===== config.mk =====
export PLATFORM = sky130hd
export DESIGN_NAME = cic_host
export DESIGN_NICKNAME = d
export VERILOG_FILES = /design/src/design/cic_sync.v /design/src/design/cic_dev_port.v /design/src/design/cic_host.v
export VERILOG_INCLUDE_DIRS = /design/src /design/src/include
export SDC_FILE = /design/constraint.sdc
export NUM_CORES = 1
export LEC_CHECK = 0
export ABC_CLOCK_PERIOD_IN_PS = 3100
export BUFFER_PORTS_ARGS = -buffer_cell sky130_fd_sc_hd__buf_2
export CAP_MARGIN = 15
export CORE_ASPECT_RATIO = 1.25
export CORE_MARGIN = 2
export CORE_UTILIZATION = 30
export DETAILED_ROUTE_END_ITERATION = 16
export PLACE_DENSITY_LB_ADDON = 0.05
export SYNTH_ARGS = -nofsm -noshare
export SYNTH_HDL_FRONTEND = slang
export SYNTH_HIERARCHICAL = 1
export SYNTH_SLANG_ARGS = --single-unit

===== constraint.sdc =====
create_clock -name sys_clk -period 3.1 [get_ports sys_clk]
set_clock_uncertainty 0.05 [all_clocks]
set_input_delay 0.155 -clock sys_clk [delete_from_list [all_inputs] [get_ports sys_clk]]
set_output_delay 0.155 -clock sys_clk [all_outputs]
set_load 0.01 [all_outputs]

===== src/include/cic_regs.vh =====
// Constants for the codec immediate command controller.
// The device map is reached through the device's own register port.
`ifndef CIC_REGS_VH
`define CIC_REGS_VH
// Device register map, byte addresses
`define CIC_DEV_GLOBAL_CONTROL 8'h08
`define CIC_DEV_PRESENCE 8'h0E
`define CIC_DEV_CMD_WORD 8'h60
`define CIC_DEV_RESP_WORD 8'h64
`define CIC_DEV_STATUS 8'h68
// Field positions
`define CIC_LINK_RUN_BIT 0
`define CIC_BUSY_BIT 0
`define CIC_VALID_BIT 1
`define CIC_CAD_HI 31
`define CIC_CAD_LO 28
`define CIC_PRESENCE_W 3
// Field values
`define CIC_LAUNCH_VAL 32'h0000_0003
`define CIC_DONE_VAL 2'h2
`define CIC_VENDOR_VERB 32'h000F_0000
`define CIC_ROOT_NODE 8'h00
// Own register map, byte addresses
`define CIC_CTRL 8'h00
`define CIC_STAT 8'h04
`define CIC_VERB 8'h08
`define CIC_RESP 8'h0C
`define CIC_VENDOR_BASE 8'h10
// Own register reset values
`define CIC_CTRL_RST 32'h0000_0000
`define CIC_VERB_RST 32'h0000_0000
// Control bits in own control register
`define CIC_CTRL_START 0
`define CIC_CTRL_ENUM 1
`define CIC_CTRL_LINKUP 2
// Timing
`define CIC_WAIT_MS 1
`define CIC_CLK_KHZ 10000
`define CIC_WAIT_CYC (`CIC_WAIT_MS * `CIC_CLK_KHZ)
`define CIC_POLL_LIMIT 65536
`endif


===== src/design/cic_sync.v =====
// Two-flop synchroniser for a bus of levels.
// Assumes the input comes from outside the sys_clk domain.
`timescale 1ns/1ns
module cic_sync #(
    parameter W = 1
) (
    // Clock and reset
    input wire sys_clk,
    input wire arst_n,
    input wire clk_en,
    // Data
    input wire [W-1:0] d,
    output reg [W-1:0] q
);
    reg [W-1:0] meta_r;
    always @(posedge sys_clk or negedge arst_n) begin
        if (!arst_n) begin
            meta_r <= {W{1'b0}};
            q <= {W{1'b0}};
        end else if (clk_en) begin
            meta_r <= d;
            q <= meta_r;
        end
    end
endmodule // cic_sync


===== src/design/cic_dev_port.v =====
// Master for the device register port: one access at a time.
// Assumes a device answering reads one cycle after dev_rd.
`timescale 1ns/1ns
`include "cic_regs.vh"
module cic_dev_port (
    // Clock and reset
    input wire sys_clk,
    input wire arst_n,
    input wire clk_en,
    // Request from sequencer
    input wire req,
    input wire req_wr,
    input wire [7:0] req_addr,
    input wire [31:0] req_data,
    output reg done,
    output reg [31:0] rdata,
    // Device port
    output reg [7:0] dev_addr,
    output reg [31:0] dev_wdata,
    output reg dev_wr,
    output reg dev_rd,
    input wire [31:0] dev_rdata
);
    reg rd_wait_r;
    always @(posedge sys_clk or negedge arst_n) begin
        if (!arst_n) begin
            dev_addr <= 8'h00;
            dev_wdata <= 32'h0000_0000;
            dev_wr <= 1'b0;
            dev_rd <= 1'b0;
            done <= 1'b0;
            rdata <= 32'h0000_0000;
            rd_wait_r <= 1'b0;
        end else if (clk_en) begin
            dev_wr <= 1'b0;
            dev_rd <= 1'b0;
            done <= 1'b0;
            if (rd_wait_r) begin
                // Read data stand only in the cycle after the strobe
                rdata <= dev_rdata;
                done <= 1'b1;
                rd_wait_r <= 1'b0;
            end else if (req && !done && !dev_wr && !dev_rd) begin
                dev_addr <= req_addr;
                dev_wdata <= req_data;
                dev_wr <= req_wr;
                dev_rd <= !req_wr;
            end else if (dev_wr) begin
                done <= 1'b1;
            end else if (dev_rd) begin
                // Device answers only after seeing the strobe
                rd_wait_r <= 1'b1;
            end
        end
    end
endmodule // cic_dev_port


===== src/design/cic_host.v =====
// Host controller driving the codec immediate command registers.
// Assumes the device port answers reads one cycle after the strobe
// and that the front_panel_fitted input arrives from another clock domain.
//
// Chosen here: the plain strobed port.
`timescale 1ns/1ns
`include "cic_regs.vh"
// Function
// - Root node of every codec has node identifier zero.
// - A verb is one 32-bit word: address, node, command, payload.
// - Codec address plus node identifier select exactly one node.
// - Codec address occupies verb bits 31 to 28.
// - Vendor read verb is c00F0000h with codec address in top nibble.
// - Poll busy bit 0 of status until zero before loading a verb.
// - Writing 11b to status bits 1:0 launches the loaded verb.
// - Link reset bit must be written one and read back one first.
// - Initialise only codecs whose presence bit is set.
// - The immediate pair needs no system memory buffer.
// - Table verbs go strictly one at a time: wait, load, launch.
// - Front-panel verbs only when the platform flag says jacks fitted.
module cic_host #(
    parameter WAIT_CYC = `CIC_WAIT_CYC,
    parameter POLL_LIMIT = `CIC_POLL_LIMIT
) (
    // Clock, reset, enable
    input wire sys_clk,
    input wire arst_n,
    input wire clk_en,
    // Software port
    input wire [7:0] sw_addr,
    input wire [31:0] sw_wdata,
    input wire sw_wr,
    input wire sw_rd,
    output reg [31:0] sw_rdata,
    // Platform condition
    input wire front_panel_fitted,
    // Device register port
    output reg [7:0] dev_addr,
    output reg [31:0] dev_wdata,
    output reg dev_wr,
    output reg dev_rd,
    input wire [31:0] dev_rdata
);
    localparam S_IDLE = 4'h0;
    localparam S_LINK_ON = 4'h1;
    localparam S_LINK_CHK = 4'h2;
    localparam S_WAIT = 4'h3;
    localparam S_PRES = 4'h4;
    localparam S_PICK = 4'h5;
    localparam S_POLL = 4'h6;
    localparam S_LOAD = 4'h7;
    localparam S_LAUNCH = 4'h8;
    localparam S_DONE_POLL = 4'h9;
    localparam S_RESP = 4'hA;
    localparam S_CLR = 4'hB;
    localparam S_FAIL = 4'hC;

    reg [3:0] state_r;
    reg [31:0] ctrl_r;
    reg [31:0] verb_r;
    reg [31:0] resp_r;
    reg [2:0] present_r;
    reg [1:0] cad_r;
    reg enum_r;
    reg busy_r;
    reg fail_r;
    reg link_up_r;
    reg [31:0] vendor_r [0:2];
    reg [31:0] cnt_r;
    reg req_r;
    reg req_wr_r;
    reg [7:0] req_addr_r;
    reg [31:0] req_data_r;
    wire done;
    wire [31:0] rdata;
    wire [7:0] p_addr;
    wire [31:0] p_wdata;
    wire p_wr;
    wire p_rd;
    wire [0:0] fp_sync;
    wire [31:0] cad_verb;
    integer i;

    cic_dev_port u_port (
        .sys_clk(sys_clk),
        .arst_n(arst_n),
        .clk_en(clk_en),
        .req(req_r),
        .req_wr(req_wr_r),
        .req_addr(req_addr_r),
        .req_data(req_data_r),
        .done(done),
        .rdata(rdata),
        .dev_addr(p_addr),
        .dev_wdata(p_wdata),
        .dev_wr(p_wr),
        .dev_rd(p_rd),
        .dev_rdata(dev_rdata)
    );

    // Platform flag is asynchronous to sys_clk
    cic_sync #(.W(1)) u_fp (
        .sys_clk(sys_clk),
        .arst_n(arst_n),
        .clk_en(clk_en),
        .d(front_panel_fitted),
        .q(fp_sync)
    );

    // address nibble; vendor verb; root node
    assign cad_verb = {2'b00, cad_r, 28'h000_0000} | `CIC_VENDOR_VERB
        | {12'h000, `CIC_ROOT_NODE, 12'h000};

    always @* begin
        dev_addr = p_addr;
        dev_wdata = p_wdata;
        dev_wr = p_wr;
        dev_rd = p_rd;
    end

    always @(posedge sys_clk or negedge arst_n) begin
        if (!arst_n) begin
            state_r <= S_IDLE;
            ctrl_r <= `CIC_CTRL_RST;
            verb_r <= `CIC_VERB_RST;
            resp_r <= 32'h0000_0000;
            present_r <= 3'h0;
            cad_r <= 2'h0;
            enum_r <= 1'b0;
            busy_r <= 1'b0;
            fail_r <= 1'b0;
            link_up_r <= 1'b0;
            cnt_r <= 32'h0000_0000;
            req_r <= 1'b0;
            req_wr_r <= 1'b0;
            req_addr_r <= 8'h00;
            req_data_r <= 32'h0000_0000;
            sw_rdata <= 32'h0000_0000;
            for (i = 0; i < 3; i = i + 1) begin
                vendor_r[i] <= 32'h0000_0000;
            end
        end else if (clk_en) begin
            sw_rdata <= 32'h0000_0000;
            if (sw_rd) begin
                case (sw_addr)
                    `CIC_CTRL: sw_rdata <= {29'h0, link_up_r, enum_r, 1'b0};
                    `CIC_STAT: sw_rdata <= {25'h0, present_r, 2'b00, fail_r, busy_r};
                    `CIC_VERB: sw_rdata <= verb_r;
                    `CIC_RESP: sw_rdata <= resp_r;
                    `CIC_VENDOR_BASE: sw_rdata <= vendor_r[0];
                    `CIC_VENDOR_BASE + 8'h04: sw_rdata <= vendor_r[1];
                    `CIC_VENDOR_BASE + 8'h08: sw_rdata <= vendor_r[2];
                    default: sw_rdata <= 32'h0000_0000;
                endcase
            end
            if (sw_wr && sw_addr == `CIC_VERB && !busy_r) begin
                verb_r <= sw_wdata;
            end
            // Gate bit must not change under a running command
            if (sw_wr && sw_addr == `CIC_CTRL && !busy_r) begin
                ctrl_r <= sw_wdata;
            end
            if (done) begin
                req_r <= 1'b0;
            end
            case (state_r)
                S_IDLE: begin
                    if (sw_wr && sw_addr == `CIC_CTRL && !busy_r) begin
                        busy_r <= 1'b1;
                        fail_r <= 1'b0;
                        enum_r <= sw_wdata[`CIC_CTRL_ENUM];
                        if (sw_wdata[`CIC_CTRL_ENUM] || !link_up_r) begin
                            state_r <= S_LINK_ON;
                        end else if (sw_wdata[`CIC_CTRL_START]) begin
                            state_r <= S_POLL;
                        end else begin
                            busy_r <= 1'b0;
                        end
                    end
                end
                S_LINK_ON: begin
                    // release link; write then read back
                    if (!req_r && !done) begin
                        req_r <= 1'b1;
                        req_wr_r <= 1'b1;
                        req_addr_r <= `CIC_DEV_GLOBAL_CONTROL;
                        req_data_r <= 32'h0000_0001;
                    end else if (done) begin
                        state_r <= S_LINK_CHK;
                        cnt_r <= 32'h0000_0000;
                    end
                end
                S_LINK_CHK: begin
                    // read back as one before any command
                    if (!req_r && !done) begin
                        req_r <= 1'b1;
                        req_wr_r <= 1'b0;
                        req_addr_r <= `CIC_DEV_GLOBAL_CONTROL;
                    end else if (done) begin
                        cnt_r <= cnt_r + 32'h1;
                        if (rdata[`CIC_LINK_RUN_BIT]) begin
                            link_up_r <= 1'b1;
                            cnt_r <= 32'h0000_0000;
                            state_r <= enum_r ? S_WAIT : S_POLL;
                        end else if (cnt_r >= POLL_LIMIT) begin
                            state_r <= S_FAIL;
                        end
                    end
                end
                S_WAIT: begin
                    // Codecs report presence after the link settles
                    cnt_r <= cnt_r + 32'h1;
                    if (cnt_r >= WAIT_CYC) begin
                        state_r <= S_PRES;
                    end
                end
                S_PRES: begin
                    // presence bit index becomes the codec address
                    if (!req_r && !done) begin
                        req_r <= 1'b1;
                        req_wr_r <= 1'b0;
                        req_addr_r <= `CIC_DEV_PRESENCE;
                    end else if (done) begin
                        present_r <= rdata[`CIC_PRESENCE_W-1:0];
                        cad_r <= 2'h0;
                        state_r <= S_PICK;
                    end
                end
                S_PICK: begin
                    if (cad_r == 2'h3) begin
                        state_r <= S_CLR;
                    end else if (present_r[cad_r]) begin
                        state_r <= S_POLL;
                    end else begin
                        cad_r <= cad_r + 2'h1;
                    end
                end
                S_POLL: begin
                    // wait for device busy clear; one at a time
                    if (!req_r && !done) begin
                        req_r <= 1'b1;
                        req_wr_r <= 1'b0;
                        req_addr_r <= `CIC_DEV_STATUS;
                    end else if (done) begin
                        cnt_r <= cnt_r + 32'h1;
                        if (!rdata[`CIC_BUSY_BIT]) begin
                            cnt_r <= 32'h0000_0000;
                            state_r <= S_LOAD;
                        end else if (cnt_r >= POLL_LIMIT) begin
                            state_r <= S_FAIL;
                        end
                    end
                end
                S_LOAD: begin
                    // one word selects one node; gates panel verbs
                    if (!req_r && !done) begin
                        req_r <= 1'b1;
                        req_wr_r <= 1'b1;
                        req_addr_r <= `CIC_DEV_CMD_WORD;
                        req_data_r <= enum_r ? cad_verb : verb_r;
                        if (!enum_r && ctrl_r[`CIC_CTRL_LINKUP] && !fp_sync[0]) begin
                            req_r <= 1'b0;
                            state_r <= S_IDLE;
                            busy_r <= 1'b0;
                        end
                    end else if (done) begin
                        state_r <= S_LAUNCH;
                    end
                end
                S_LAUNCH: begin
                    // launch with 11b; no memory buffer used
                    if (!req_r && !done) begin
                        req_r <= 1'b1;
                        req_wr_r <= 1'b1;
                        req_addr_r <= `CIC_DEV_STATUS;
                        req_data_r <= `CIC_LAUNCH_VAL;
                    end else if (done) begin
                        state_r <= S_DONE_POLL;
                    end
                end
                S_DONE_POLL: begin
                    // wait for busy clear and valid set
                    if (!req_r && !done) begin
                        req_r <= 1'b1;
                        req_wr_r <= 1'b0;
                        req_addr_r <= `CIC_DEV_STATUS;
                    end else if (done) begin
                        cnt_r <= cnt_r + 32'h1;
                        if (rdata[1:0] == `CIC_DONE_VAL) begin
                            cnt_r <= 32'h0000_0000;
                            state_r <= S_RESP;
                        end else if (cnt_r >= POLL_LIMIT) begin
                            state_r <= S_FAIL;
                        end
                    end
                end
                S_RESP: begin
                    if (!req_r && !done) begin
                        req_r <= 1'b1;
                        req_wr_r <= 1'b0;
                        req_addr_r <= `CIC_DEV_RESP_WORD;
                    end else if (done) begin
                        resp_r <= rdata;
                        if (enum_r) begin
                            vendor_r[cad_r] <= rdata;
                            cad_r <= cad_r + 2'h1;
                            state_r <= S_PICK;
                        end else begin
                            busy_r <= 1'b0;
                            state_r <= S_IDLE;
                        end
                    end
                end
                S_CLR: begin
                    // write ones back to clear found presence bits
                    if (!req_r && !done) begin
                        req_r <= 1'b1;
                        req_wr_r <= 1'b1;
                        req_addr_r <= `CIC_DEV_PRESENCE;
                        req_data_r <= {29'h0, present_r};
                    end else if (done) begin
                        busy_r <= 1'b0;
                        state_r <= S_IDLE;
                    end
                end
                S_FAIL: begin
                    fail_r <= 1'b1;
                    busy_r <= 1'b0;
                    req_r <= 1'b0;
                    state_r <= S_IDLE;
                end
                default: state_r <= S_IDLE;
            endcase
        end
    end
endmodule // cic_host


After elaboration in Yosys (flattened, before gate mapping)
Index checks and enable logic that the tools add are counted.
- bits in registers: 360
- logic and storage cells: 251
- add/sub/neg operators: 2
- order comparisons: 5
- equality and inequality tests: 57
- multiplexer cells: 103
- bitwise gates (word level): 3
- reduce and logical (&&, ||, !) cells: 53
- operators by type and width (cell ; count):
    32-bit 2-to-1 mux ; 18
    32-bit case mux with 7 select lines ; 1
    32-bit case mux with 5 select lines ; 1
    32-bit case mux with 4 select lines ; 1
    4-bit 2-to-1 mux ; 29
    96-bit bitwise mux ; 1
    32-bit demux with 2-bit select ; 1
    4-bit case mux with 12 select lines ; 1
    8-bit 2-to-1 mux ; 5
    2-bit != test, second input constant ; 20
    8-bit case mux with 5 select lines ; 1
    32-bit by 1-bit adder with 32-bit output, second input constant ; 1
    32-bit by 14-bit greater-or-equal comparator with 1-bit output, second input constant ; 1
    32-bit by 17-bit greater-or-equal comparator with 1-bit output, second input constant ; 1
    1-bit 2-to-1 mux ; 29
    2-bit by 1-bit != test with 1-bit output, second input constant ; 13
    8-bit by 5-bit == test with 1-bit output, second input constant ; 3
    23-bit AND reduction ; 1
    4-bit == test, second input constant ; 5
    10-bit AND reduction ; 2
    4-bit by 3-bit == test with 1-bit output, second input constant ; 4
    8-bit by 4-bit == test with 1-bit output, second input constant ; 2
    5-bit nonzero test ; 3
    2-bit 2-to-1 mux ; 7
    other kinds (38) ; 72

Depth between registers and ports, before layout
Gate-level depths: netlist of the first run.
- depth in word-level cells: 6
- mapped depth: 9
- depth with buffers taken out: 7

Cells and area by module
The synthesis of the first run kept the hierarchy.
- by module, submodules not included (module ; times used ; cells an instance ; area an instance (um^2) ; sequential area each (um^2)):
    cic_host ; 1 ; 1159 ; 12963.7 ; 6906.6
    cic_dev_port ; 1 ; 168 ; 3001.6 ; 1901.8
    cic_sync ; 1 ; 4 ; 72.6 ; 50.0

Worst setup path before layout of the first run
No wires, ideal clock.
- path kind: flip-flop to flip-flop
- start: register state_r[0]
- end: register state_r[0]
- data arrival time: 2039 ps
- required time: 2922 ps
- setup slack: 883 ps
- stages on the path, launching flop included: 9
- path buffers: 2
- period minus slack after synthesis: 2217 ps
- cell sequence: dfrtp_1 -> buf_6 -> or4_1 -> buf_2 -> or3_1 -> o31ai_1 -> nor3_2 -> nand3_2 -> mux2_1
- word-level cells in the longest chain between the ends: 5
- elaborated cells on any way between the ends: 46
- classes of those cells: eq/ne: 33; mux: 11; reduce/logical: 2
- RTL lines (what ; RTL line ; source):
    from (decl) ; cic_host.v:58 ; reg [3:0] state_r;
    from (signal assigned) ; cic_host.v:204 ; state_r <= enum_r ? S_WAIT : S_POLL;
    4-bit 2-to-1 mux ; -- ;
    4-bit 2-to-1 mux, on equally long branches (3 in a row) ; -- ;
    4-bit case mux with 12 select lines ; cic_host.v:166 ; case (state_r)
Parallel ways exist; a longest one is shown, timed or not. The select of a mux whose other input is x is not followed.
A chain may end at the register's enable or synchronous reset.

Worst setup path after layout of the first run
- start: register state_r[3]
- end: register state_r[0]
- word-level cells in the longest chain between the ends: 3
- elaborated cells on any way between the ends: 36
- classes of those cells: eq/ne: 33; mux: 1; reduce/logical: 2
- RTL lines (what ; RTL line):
    4-bit by 3-bit == test with 1-bit output (tied with other cells) ; cic_host.v:166
    3-bit != test (no line) (tied with other cells) ; --
    23-bit AND reduction (no line) ; --
Parallel ways exist; a longest one is shown, timed or not.

==> results of run 1 <==
-- power by group --
part	internal [mW]	switching, mW
combinational	1.27	1.48
clock	2.85	2.01
sequential	5.14	0.687
total	9.26	4.17
-- path summary, 6_finish.rpt --
check                                                 endpoint                       start  slack (ns)
worst max register to register          state_r[0]$_DFFE_PN0P_      state_r[3]$_DFFE_PN0P_        0.48
worst min register to register      req_data_r[23]$_DFFE_PN0P_  req_data_r[23]$_DFFE_PN0P_        0.43
worst max-delay path                    state_r[0]$_DFFE_PN0P_      state_r[3]$_DFFE_PN0P_        0.48
max in group asynchronous             sw_rdata[28]$_DFFE_PN0P_                      arst_n        1.94
min in group sys_clk                   sw_rdata[2]$_DFFE_PN0P_                  sw_addr[3]        0.19
worst min-delay path            u_port/dev_addr[7]$_DFFE_PN0P_                      arst_n        0.18
-- state kept, by name (all words and copies together) (netlist names), 2 cells and up --
| name | flops |
|---|---|
| vendor_r | 96 |
| cnt_r | 32 |
| req_data_r | 32 |
| resp_r | 32 |
| sw_rdata | 32 |
| u_port/dev_wdata | 32 |
| u_port/rdata | 32 |
| verb_r | 32 |
| u_port/dev_addr | 8 |
| req_addr_r | 4 |
| state_r | 4 |
| present_r | 3 |
| cad_r | 2 |
-- logic make-up (layout without fill, tap and decap cells) --
family                   Yosys count  after routing  share of synthesized area, %
AO/OA/AOI/OAI                    246            246                          10.9
XOR/XNOR                          22             22                          1.20
adder cells (fa/ha/maj)            6              6                         0.468
buffers and inverters            157            412                          4.38
flip-flops                       354            354                          55.2
multiplexers                     252            252                          18.6
other                              1              3                        0.0234
AND/OR/NAND/NOR                  293            293                          9.28
-- placed cells by master (no fill, tap or decap), types with 6 or more instances in the layout --
| cell | synthesis | final |
|---|---|---|
| sky130_fd_sc_hd__mux2_2 | 198 | 198 |
| sky130_fd_sc_hd__clkinv_2 | 0 | 6 |
| sky130_fd_sc_hd__nor2b_1 | 8 | 8 |
| sky130_fd_sc_hd__buf_2 | 40 | 150 |
| sky130_fd_sc_hd__mux2_1 | 8 | 8 |
| sky130_fd_sc_hd__inv_1 | 71 | 71 |
| sky130_fd_sc_hd__o22ai_1 | 34 | 34 |
| sky130_fd_sc_hd__buf_4 | 1 | 38 |
| sky130_fd_sc_hd__mux2_4 | 39 | 39 |
| sky130_fd_sc_hd__nand2b_1 | 9 | 9 |
| sky130_fd_sc_hd__clkbuf_1 | 33 | 13 |
| sky130_fd_sc_hd__nor3_1 | 25 | 23 |
| sky130_fd_sc_hd__a21oi_1 | 26 | 26 |
| sky130_fd_sc_hd__nand2_1 | 102 | 101 |
| sky130_fd_sc_hd__a222oi_1 | 32 | 32 |
| sky130_fd_sc_hd__dlygate4sd3_1 | 0 | 68 |
| sky130_fd_sc_hd__xnor2_1 | 15 | 15 |
| sky130_fd_sc_hd__dfrtp_1 | 354 | 354 |
| sky130_fd_sc_hd__ha_1 | 6 | 6 |
| sky130_fd_sc_hd__a221oi_1 | 25 | 25 |
| sky130_fd_sc_hd__nand3_1 | 26 | 23 |
| sky130_fd_sc_hd__o21ai_0 | 58 | 58 |
| sky130_fd_sc_hd__o31ai_1 | 12 | 12 |
| sky130_fd_sc_hd__nor2_1 | 58 | 57 |
| sky130_fd_sc_hd__a22oi_1 | 10 | 10 |
| sky130_fd_sc_hd__clkbuf_8 | 0 | 11 |
| sky130_fd_sc_hd__nor4_1 | 9 | 9 |
| sky130_fd_sc_hd__and3_1 | 8 | 7 |
| sky130_fd_sc_hd__clkbuf_16 | 0 | 42 |
| sky130_fd_sc_hd__a31oi_1 | 6 | 6 |
| sky130_fd_sc_hd__xor2_1 | 7 | 7 |
| sky130_fd_sc_hd__buf_12 | 0 | 9 |
| sky130_fd_sc_hd__mux2i_1 | 7 | 7 |
| sky130_fd_sc_hd__nand4_1 | 9 | 9 |
-- stage by stage --
| stage | cells | instance area, µm² | hold slack, ns | setup WS [ns] |
|---|---|---|---|---|
| after floorplan | 1333 | 16000 | -0.191 | 0.883 |
| after global placement | 2117 | 17700 | 0.221 | 0.527 |
| after detailed placement | 2117 | 17700 | 0.226 | 0.476 |
| after CTS | 2260 | 19800 | 0.163 | 0.466 |
| after global routing | 2260 | 19800 | 0.242 | 0.287 |
| final | 2260 | 19800 | 0.184 | 0.478 |
-- cell type report --
cell class              instances  area (µm²)  area share (%)
well taps                     672         841            4.26
inverters                      71         267            1.35
multi-input cells             822        6540            33.1
clock buffers                  66        1250            6.33
clock inverters                 9        83.8           0.424
repair buffers                266        1910            9.68
flip-flops and latches        354        8860            44.8
-- what timing repair did --
item / in CTS / in global routing
setup buffers: 0 / 0
hold endpoints to repair: 162 / 0
hold buffers: 68 / 0
-- worst register-to-register path, stage by stage, from the launching register on --
cell and delay (ns):
sky130_fd_sc_hd__dfrtp_1 0.73, sky130_fd_sc_hd__buf_4 0.32, sky130_fd_sc_hd__nor2b_1 0.31, sky130_fd_sc_hd__mux2i_1 0.16
sky130_fd_sc_hd__o31ai_1 0.37, sky130_fd_sc_hd__nor3_2 0.10, sky130_fd_sc_hd__nand3_2 0.13, sky130_fd_sc_hd__mux2_1 0.33
-- layer usage --
metal | GRT usage (%) | up-vias | share of wire [%]
met2 | 32.4 | 235 | 51
li1 | - | 5273 | -
met5 | 0 | - | 0
met1 | 22.1 | 5834 | 42
met4 | 6.38 | 0 | 3.4
met3 | 2.78 | 65 | 3.5
==> metrics.md, run 1 <==
| Metric | Value |
|---|---|
| Status | complete, no violations |
| Worst supply voltage drop on vdd | 0.391 mV |
| P per Cell Area | 680 nW/µm² |
| Buffering stage count on the worst path with inverters included | 1 |
| Share of async-settable or async-resettable flops after synthesis | 100% |
| RSZ-0062 raised after global routing | no |
| Number of detailed-routing iterations run before antenna repair | 7 |
| Congestion Overflow GR | 0 |
| Depth of the critical timing path with buffers and inverters included | 7 |
| Timing-limited maximum frequency | 381 MHz |
| Final GP Congestion | 0.798 |
| Stage delay of the slowest cell on the critical path | 0.73 ns |
| Starting DRT DRC Count | 670 |
| Most frequent cell after synthesis | sky130_fd_sc_hd__dfrtp_1 |
| Final HPWL DP | 33.7 mm |
| Top flip-flop cell by instance count after synthesis | sky130_fd_sc_hd__dfrtp_1 |
| Global-route wire length before repair | 76.3 mm |
| Die Footprint | 55300 µm² |
| Routed Wire Length | 50.0 mm |
| Vertical die dimension | 263 µm |
| Clock edge transition at the registers on the reported setup and hold paths | 0.06 ns |
| Area fraction of the dominant cell type after synthesis | 55.2% |
| Critical path cell sequence | buf_4 -> nor2b_1 -> mux2i_1 -> o31ai_1 -> nor3_2 -> nand3_2 -> mux2_1 |
| Worst min-delay path class | in2async |
| Crit path required time | 3.48 ns |
| DR WL/cell | 22.1 µm |
| Boundary pin count | 152 |
| Count of flip-flops with a built-in enable after synthesis | 0 |
| Inserted Diodes | 0 |
| Cells after synthesis | 1331 |
| Number of buffers added on ports | 151 |
| Clock tree from TritonCTS | done |
| Flop and latch count out of synthesis | 354 |
| DR DRC count | 0 |
| Data arrival time of the worst path | 3.00 ns |
| Number of global-route vias before repair | 12100 |
| Total Routing Usage GR | 18.1% |
| Endpoints failing hold | 0 |
| Cts bufs inserted | 41 |
| Worst slew pin tran | 1.02 ns |
| Area Growth Syn to Fin | 23.2% |
| Startpoint class of the critical path | flop |
| Count of different cell masters after synthesis | 77 |
| Final Max Tran Viols | 0 |
| Synthesis warning total | 6 |
| Maximum number of pins on one net before global-route repair | 98 |
| Cell type group with the largest total delay on the critical path | flip-flops |
| Final-stage net count | 1640 |
| Row Count | 94 |
| Clock root buffer | sky130_fd_sc_hd__clkbuf_16 |
| Mapped cell area | 16000 µm² |
| Number of H-tree branching levels | 2 |
| Worst-case clock buffer depth | 3 |
| Count of antenna-violating nets left after detailed routing | 0 |
| Die extent in x | 211 µm |
| Final Cycle Share | 84.6% |
| Crit Path Category | reg2reg |
| Max Cap Violations | 0 |
| Worst R2R Path Depth | 7 |
| Critical Path End Type | flop |
| Count of final setup violators | 0 |
| Number of antenna violations at the first check in global routing | 0 |
| Core region area | 52700 µm² |
| Initial standard-cell utilization of the core | 30.4% |
| Vias per cell | 5.05 |
| Resized cells post-CTS | 0 |
| Portion of the post-synthesis area used by sequential elements | 55.2% |
| Post-layout min period | 2.62 ns |
| Final Total Pwr | 13.4 mW |
| Headroom to the max-slew limit | 31.9% |
| Fillers | 5215 |
| Slowest stage cell on the critical path | sky130_fd_sc_hd__dfrtp_1 |
| Top cells by area in the synthesized netlist | sky130_fd_sc_hd__dfrtp_1 (55%), sky130_fd_sc_hd__mux2_2 (14%), sky130_fd_sc_hd__mux2_4 (3.7%) |
| Share of the core filled with cells | 37.5% |
| Setup total negative slack | 0 ns |
| Via Count | 11400 |
| Fraction of final layout cells with drive strength greater than 1 | 33.8% |
| Critical path peak fanout | 19 |
| Mean area per synthesized cell | 12.0 µm² |
| Cell type with the highest aggregate area in the netlist | sky130_fd_sc_hd__dfrtp_1 |
| Top cell types by occurrence after synthesis | sky130_fd_sc_hd__dfrtp_1 (354), sky130_fd_sc_hd__mux2_2 (198), sky130_fd_sc_hd__nand2_1 (102) |
| Static leakage | 9.43 nW |
| Number of clock sinks seen by CTS | 354 |
| Skew-Pair Late Insertion Delay | 0.56 ns |
Power figures use the tool's default switching activity.
==> run 2: changes to the inputs <==
--- a/config.mk
+++ b/config.mk
@@ -6,7 +6,7 @@
 export SDC_FILE = /design/constraint.sdc
 export NUM_CORES = 1
 export LEC_CHECK = 0
-export ABC_CLOCK_PERIOD_IN_PS = 3100
+export ABC_CLOCK_PERIOD_IN_PS = 2300
 export BUFFER_PORTS_ARGS = -buffer_cell sky130_fd_sc_hd__buf_2
 export CAP_MARGIN = 15
 export CORE_ASPECT_RATIO = 1.25
==> constraint.sdc (replaced) <==
create_clock -name sys_clk -period 2.3 [get_ports sys_clk]
set_clock_uncertainty 0.05 [all_clocks]
set_input_delay 0.115 -clock sys_clk [delete_from_list [all_inputs] [get_ports sys_clk]]
set_output_delay 0.115 -clock sys_clk [all_outputs]
set_load 0.01 [all_outputs]
==> run 2 against run 1 <==
- combinational power increased by 53%
- sequential share of layout area shrank 1.1 points
- worst hold slack lost 0.075 ns
- setup slack got worse by 0.37 ns
- register-to-register slack worse by 0.37 ns
- non-clock buffer count rose by 43
- largest cell class unchanged
- design area is 2.5% higher
- global-route usage is 0.13 points higher
- critical path depth shrank 1
==> metrics.md, run 2 (synthesis results as in run 1) <==
| Metric | Value |
|---|---|
| Cts bufs inserted | 42 |
| Count of buffers added by post-CTS timing repair for setup | 0 |
| Total Routing Usage GR | 18.3% |
| Origin of the critical flop-to-flop path | state_r[1]$_DFFE_PN0P_ |
| Buffering stage count on the worst path with inverters included | 0 |
| Fillers | 5191 |
| Starting DRT DRC Count | 635 |
| P per Cell Area | 910 nW/µm² |
| Final Max Tran Viols | 0 |
| Worst-case clock buffer depth | 3 |
| Clock root buffer | sky130_fd_sc_hd__clkbuf_16 |
| Congestion Overflow GR | 0 |
| Clock edge transition at the registers on the reported setup and hold paths | 0.06 ns |
| DR WL/cell | 21.8 µm |
| Number of H-tree branching levels | 2 |
| Worst supply voltage drop on vdd | 0.501 mV |
| Critical Path End Type | flop |
| Area Growth Syn to Fin | 26.2% |
| Register with the highest flop count | vendor_r |
| Post-layout min period | 2.19 ns |
| Count of antenna-violating nets left after detailed routing | 0 |
| Initial standard-cell utilization of the core | 30.4% |
| Number of detailed-routing iterations run before antenna repair | 5 |
| Largest register FFs | 96 |
| PnR worst setup slack | 0.107 ns |
| Die extent in x | 211 µm |
| Post-Place Setup Slack | -0.0956 ns |
| Critical path peak fanout | 9 |
| Depth of the critical timing path with buffers and inverters included | 6 |
| Die Footprint | 55300 µm² |
| Most common cell after layout, fill and taps aside | sky130_fd_sc_hd__dfrtp_1 |
| DR DRC count | 0 |
| Static leakage | 9.68 nW |
| Maximum number of pins on one net before global-route repair | 81 |
| Clock tree from TritonCTS | done |
| Final Cycle Share | 95.4% |
| Worst R2R Path Depth | 6 |
| Non-Filler Cell Area, Final | 20200 µm² |
| Crit Path Category | reg2reg |
| Worst slew pin tran | 0.620 ns |
| Stage delay of the slowest cell on the critical path | 0.57 ns |
| Vias per cell | 5.02 |
| Count of final setup violators | 0 |
| Slowest stage cell on the critical path | sky130_fd_sc_hd__or4_4 |
| Skew-Pair Late Insertion Delay | 0.57 ns |
| Core region area | 52700 µm² |
| Number of global-route vias before repair | 12400 |
| Vertical die dimension | 263 µm |
| Timing-limited maximum frequency | 456 MHz |
| Via Count | 11600 |
| Commonest cells after routing, fill and taps aside | sky130_fd_sc_hd__dfrtp_1 (352), sky130_fd_sc_hd__mux2_2 (198), sky130_fd_sc_hd__buf_2 (150), sky130_fd_sc_hd__nand2_1 (101), sky130_fd_sc_hd__inv_1 (71) |
| Crit Reg-Reg Endpoint | state_r[3]$_DFFE_PN0P_ |
| Status | complete, no violations |
| Crit path required time | 2.69 ns |
| Register cell area after layout | 8860 µm² |
| Instance area after placement | 18200 µm² |
| Final HPWL DP | 34.1 mm |
| Max Cap Violations | 0 |
| Startpoint class of the critical path | flop |
| Endpoints failing hold | 0 |
| Critical path cell sequence | or4_4 -> or3_1 -> o31ai_1 -> nor3_2 -> nand3_2 -> mux2_1 |
| Startpoint of the lowest-slack hold path | sw_addr[3] |
| Final GP Congestion | 0.820 |
| Multi-input gate area | 6550 µm² |
| Fraction of final layout cells with drive strength greater than 1 | 35.7% |
| Data arrival time of the worst path | 2.59 ns |
| Worst min-delay path class | in2reg |
| Row Count | 94 |
| Inserted Diodes | 0 |
| Final-stage net count | 1684 |
| Headroom to the max-slew limit | 58.7% |
| Boundary pin count | 152 |
| Number of buffers added on ports | 151 |
| Routed Wire Length | 50.2 mm |
| Global-route wire length before repair | 77.2 mm |
| Cell type group with the largest total delay on the critical path | simple AND/OR/NAND/NOR gates |
| Origin of the worst setup path | state_r[1]$_DFFE_PN0P_ |
| RSZ-0062 raised after global routing | no |
| Number of clock sinks seen by CTS | 354 |
| Register-to-Register Setup Slack | 0.11 ns |
| Termination of the worst setup path | state_r[3]$_DFFE_PN0P_ |
| Number of antenna violations at the first check in global routing | 0 |
[run 2: changes by cell type in the layout (fill, tap and decap cells not counted), sizes merged]
| cell | change |
|---|---|
| bufinv | +1 |
| clkbuf | -2 |
| clkinv | -3 |
| buf | +44 |
| inv | +1 |
| dlygate4sd3 | -1 |
[run 2: per-layer routing]
| metal | vias to the layer above | routed length [µm] | part of all wire, % | global-route usage, % |
|---|---|---|---|---|
| li1 | 5354 | - | - | - |
| met4 | 0 | 1520 | 3.0 | 5.86 |
| met3 | 74 | 2000 | 4.0 | 3.14 |
| met1 | 5898 | 20800 | 41 | 22.1 |
| met2 | 228 | 25800 | 52 | 32.8 |
| met5 | - | 0 | 0 | 0 |
[run 2: timing repair]
action / CTS / global route
hold buffers: 68 / 0
endpoints found under the setup margin: 0 / 41
hold endpoints to repair: 427 / 0
resized for setup: 0 / 6
[run 2: worst min path at each step]
stage                                   end  slack (ns)  depth (start not counted)
floorplan                busy_r$_DFFE_PN0P_       -0.23                          0
global placement      verb_r[7]$_DFFE_PN0P_       -0.03                          1
detailed placement    verb_r[7]$_DFFE_PN0P_       -0.03                          1
CTS                 sw_rdata[2]$_DFFE_PN0P_        0.09                          6
global route          verb_r[3]$_DFFE_PN0P_        0.12                          3
finish              sw_rdata[2]$_DFFE_PN0P_        0.11                          6
[run 2: worst reg2reg max path, stage by stage (launching register included)]
cell                      delay, ns
sky130_fd_sc_hd__dfrtp_2       0.47
sky130_fd_sc_hd__or4_4         0.57
sky130_fd_sc_hd__or3_1         0.36
sky130_fd_sc_hd__o31ai_1       0.09
sky130_fd_sc_hd__nor3_2        0.08
sky130_fd_sc_hd__nand3_2       0.13
sky130_fd_sc_hd__mux2_1        0.33
[run 2: area by class of cell]
class / instances / area share, %
flip-flops and latches: 354 / 43.8
multi-input cells: 822 / 32.4
repair buffers: 309 / 11.9
clock buffers: 64 / 6.00
well taps: 672 / 4.15
inverters: 71 / 1.32
clock inverters: 8 / 0.476
[run 2: through the flow]
stage / TNS (ns) / power (mW) / hold WS (ns) / cells / utilization, %
global placement: -0.126 / 12.0 / -0.0305 / 2160 / 34.6
CTS: 0 / 18.7 / 0.0870 / 2300 / 38.4
finish: 0 / 18.4 / 0.109 / 2300 / 38.4
detailed placement: -0.282 / 12.0 / -0.0345 / 2160 / 34.6
floorplan: 0 / 10.1 / -0.231 / 1333 / -
global route: 0 / 19.4 / 0.120 / 2300 / 38.4
[run 2: report_power, final]
part           internal [mW]  total (mW)  switching [mW]
clock                   3.85        6.49            2.64
sequential              6.94        7.73           0.785
combinational           2.00        4.20            2.19
total                   12.8        18.4            5.62
==> run 3: changes to the inputs <==
--- a/config.mk
+++ b/config.mk
@@ -6,8 +6,8 @@
 export SDC_FILE = /design/constraint.sdc
 export NUM_CORES = 1
 export LEC_CHECK = 0
-export ABC_CLOCK_PERIOD_IN_PS = 2300
-export BUFFER_PORTS_ARGS = -buffer_cell sky130_fd_sc_hd__buf_2
+export ABC_CLOCK_PERIOD_IN_PS = 2700
+export BUFFER_PORTS_ARGS = -buffer_cell sky130_fd_sc_hd__clkbuf_2
 export CAP_MARGIN = 15
 export CORE_ASPECT_RATIO = 1.25
 export CORE_MARGIN = 2
==> constraint.sdc (replaced) <==
create_clock -name sys_clk -period 2.7 [get_ports sys_clk]
set_clock_uncertainty 0.05 [all_clocks]
set_input_delay 0.135 -clock sys_clk [delete_from_list [all_inputs] [get_ports sys_clk]]
set_output_delay 0.135 -clock sys_clk [all_outputs]
set_load 0.01 [all_outputs]
==> run 3 against run 2 <==
- routed wire length increased by 0.18%
- die area stayed put
- power is 15% lower
- final cell count decreased by 1.1%
- sequential power fell by 14%
- fmax is 12% lower
- critical path depth grew 1
==> metrics.md, run 3 (synthesis results as in run 1) <==
| Metric | Value |
|---|---|
| Status | complete, no violations |
| DR WL/cell | 22.1 µm |
| Final GP Congestion | 0.847 |
| Depth of the critical timing path with buffers and inverters included | 7 |
| Resized cells post-CTS | 0 |
| Congestion Overflow GR | 0 |
| Cell type group with the largest total delay on the critical path | flip-flops |
| Number of buffers added on ports | 151 |
| Stage delay of the slowest cell on the critical path | 0.65 ns |
| Starting DRT DRC Count | 652 |
| Worst slew pin tran | 1.00 ns |
| Count of antenna-violating nets left after detailed routing | 0 |
| Clock network fraction of design power | 36.2% |
| Number of clock sinks seen by CTS | 354 |
| Crit Reg-Reg Endpoint | state_r[0]$_DFFE_PN0P_ |
| Count of final setup violators | 0 |
| CTS Hold Bufs | 68 |
| Worst min-delay path class | in2async |
| Clock edge transition at the registers on the reported setup and hold paths | 0.06 ns |
| Global-route wire length before repair | 77.1 mm |
| Cts bufs inserted | 43 |
| Final-stage net count | 1661 |
| Worst slack on hold paths | 0.118 ns |
| Register with the highest flop count | vendor_r |
| Area Growth Syn to Fin | 24.7% |
| Fraction of final layout cells with drive strength greater than 1 | 34.7% |
| Final HPWL DP | 34.2 mm |
| Inserted Diodes | 0 |
| Data arrival time of the worst path | 2.90 ns |
| Part of the total power dissipated in combinational logic | 21.2% |
| Static leakage | 9.51 nW |
| Clock tree from TritonCTS | done |
| Commonest cells after routing, fill and taps aside | sky130_fd_sc_hd__dfrtp_1 (354), sky130_fd_sc_hd__mux2_2 (198), sky130_fd_sc_hd__clkbuf_2 (150), sky130_fd_sc_hd__nand2_1 (101), sky130_fd_sc_hd__inv_1 (71) |
| Worst supply voltage drop on vdd | 0.413 mV |
| Final Total Pwr | 15.7 mW |
| Startpoint class of the critical path | flop |
| Clock root buffer | sky130_fd_sc_hd__clkbuf_16 |
| Worst R2R Path Depth | 7 |
| Number of H-tree branching levels | 2 |
| Critical path peak fanout | 23 |
| Post-layout min period | 2.49 ns |
| Final Max Tran Viols | 0 |
| Max Cap Violations | 0 |
| Die Footprint | 55300 µm² |
| Headroom to the max-slew limit | 33.1% |
| Vias per cell | 5.05 |
| Power spent charging and discharging nets | 4.85 mW |
| Critical Path End Type | flop |
| Core region area | 52700 µm² |
| Total Routing Usage GR | 18.4% |
| Origin of the critical flop-to-flop path | state_r[1]$_DFFE_PN0P_ |
| Timing-limited maximum frequency | 401 MHz |
| Share of the core filled with cells | 38.0% |
| Register-to-Register Setup Slack | 0.21 ns |
| Row Count | 94 |
| Via Count | 11500 |
| Crit Path Category | reg2reg |
| Number of global-route vias before repair | 12200 |
| Critical path cell sequence | buf_4 -> or2_0 -> nor2_1 -> nor3_1 -> a2bb2oi_1 -> nand3_2 -> mux2_1 |
| Worst-case clock buffer depth | 3 |
| Buffering stage count on the worst path with inverters included | 1 |
| Routed Wire Length | 50.3 mm |
| Skew-Pair Late Insertion Delay | 0.57 ns |
| Origin of the worst setup path | state_r[1]$_DFFE_PN0P_ |
| Die extent in x | 211 µm |
| Slowest stage cell on the critical path | sky130_fd_sc_hd__dfrtp_1 |
| Vertical die dimension | 263 µm |
| DR DRC count | 0 |
| Setup total negative slack | 0 ns |
| Largest register FFs | 96 |
| Switching Share | 31.0% |
| Final Cycle Share | 92.3% |
| Crit path required time | 3.10 ns |
| Boundary pin count | 152 |
| Count of buffers added by post-CTS timing repair for setup | 0 |
| Maximum number of pins on one net before global-route repair | 77 |
| Internal Pwr Total | 10.8 mW |
| Termination of the worst setup path | state_r[0]$_DFFE_PN0P_ |
| P per Cell Area | 783 nW/µm² |
| Number of detailed-routing iterations run before antenna repair | 6 |
| Number of antenna violations at the first check in global routing | 0 |
| Most common cell after layout, fill and taps aside | sky130_fd_sc_hd__dfrtp_1 |
| Endpoints failing hold | 0 |
| RSZ-0062 raised after global routing | no |
| Share of power burned in registers | 42.6% |
| Initial standard-cell utilization of the core | 30.4% |
run 3: cell count changes in the layout (fill, tap and decap cells not counted), moves of 2 or more:
cell / previous run / this run
sky130_fd_sc_hd__clkbuf_1: 15 / 9
sky130_fd_sc_hd__buf_4: 67 / 50
sky130_fd_sc_hd__buf_12: 23 / 16
sky130_fd_sc_hd__dfrtp_1: 352 / 354
sky130_fd_sc_hd__clkinv_2: 4 / 6
sky130_fd_sc_hd__buf_2: 150 / 0
sky130_fd_sc_hd__dfrtp_2: 2 / 0
sky130_fd_sc_hd__clkbuf_2: 0 / 150
run 3: worst min path at each step:
stage / from / end / slack (ns)
6_report: arst_n / u_port/dev_wdata[11]$_DFFE_PN0P_ / 0.12
3_5_place_dp: arst_n / u_port/dev_wdata[11]$_DFFE_PN0P_ / 0.14
5_1_grt: arst_n / u_port/dev_wdata[11]$_DFFE_PN0P_ / 0.15
3_3_place_gp: arst_n / u_port/dev_wdata[11]$_DFFE_PN0P_ / 0.15
2_1_floorplan: arst_n / busy_r$_DFFE_PN0P_ / -0.21
4_1_cts: sw_addr[3] / sw_rdata[2]$_DFFE_PN0P_ / 0.10
run 3: cell type report:
| type | instances | area [µm²] |
|---|---|---|
| fillers | 5218 | 32700 |
| flip-flops and latches | 354 | 8860 |
| multi-input cells | 822 | 6540 |
| repair buffers | 285 | 2140 |
| clock buffers | 60 | 1230 |
| well taps | 672 | 841 |
| inverters | 71 | 267 |
| clock inverters | 11 | 123 |
run 3: per-stage QoR:
step	area, µm²	worst slack [ns]	cells
2_1_floorplan	16000	0.483	1333
3_3_place_gp	18000	0.271	2136
3_5_place_dp	18000	0.225	2136
4_1_cts	20000	0.226	2275
5_1_grt	20000	0.0243	2275
6_report	20000	0.207	2275
run 3: worst reg2reg max path, cell delays in order, from the launching register on:
cell and delay, ns:
sky130_fd_sc_hd__dfrtp_1 0.65, sky130_fd_sc_hd__buf_4 0.35, sky130_fd_sc_hd__or2_0 0.17, sky130_fd_sc_hd__nor2_1 0.11
sky130_fd_sc_hd__nor3_1 0.20, sky130_fd_sc_hd__a2bb2oi_1 0.31, sky130_fd_sc_hd__nand3_2 0.18, sky130_fd_sc_hd__mux2_1 0.36
run 3: routing by layer:
metal / vias to the layer above / share of wire, % / global-route usage, %
li1: 5328 / - / -
met1: 5848 / 42 / 22.8
met2: 230 / 51 / 32.2
met3: 79 / 3.4 / 2.62
met4: 0 / 3.6 / 7.08
met5: - / 0 / 0
run 3: power by group through the flow:
stage,Clock [mW],Sequential [mW],Combinational (mW)
after floorplan,0,6.43,2.19
after global placement,0,6.77,3.26
after detailed placement,0,6.77,3.26
after CTS,5.88,6.68,3.36
after global routing,6.09,6.78,3.67
final,5.66,6.67,3.32
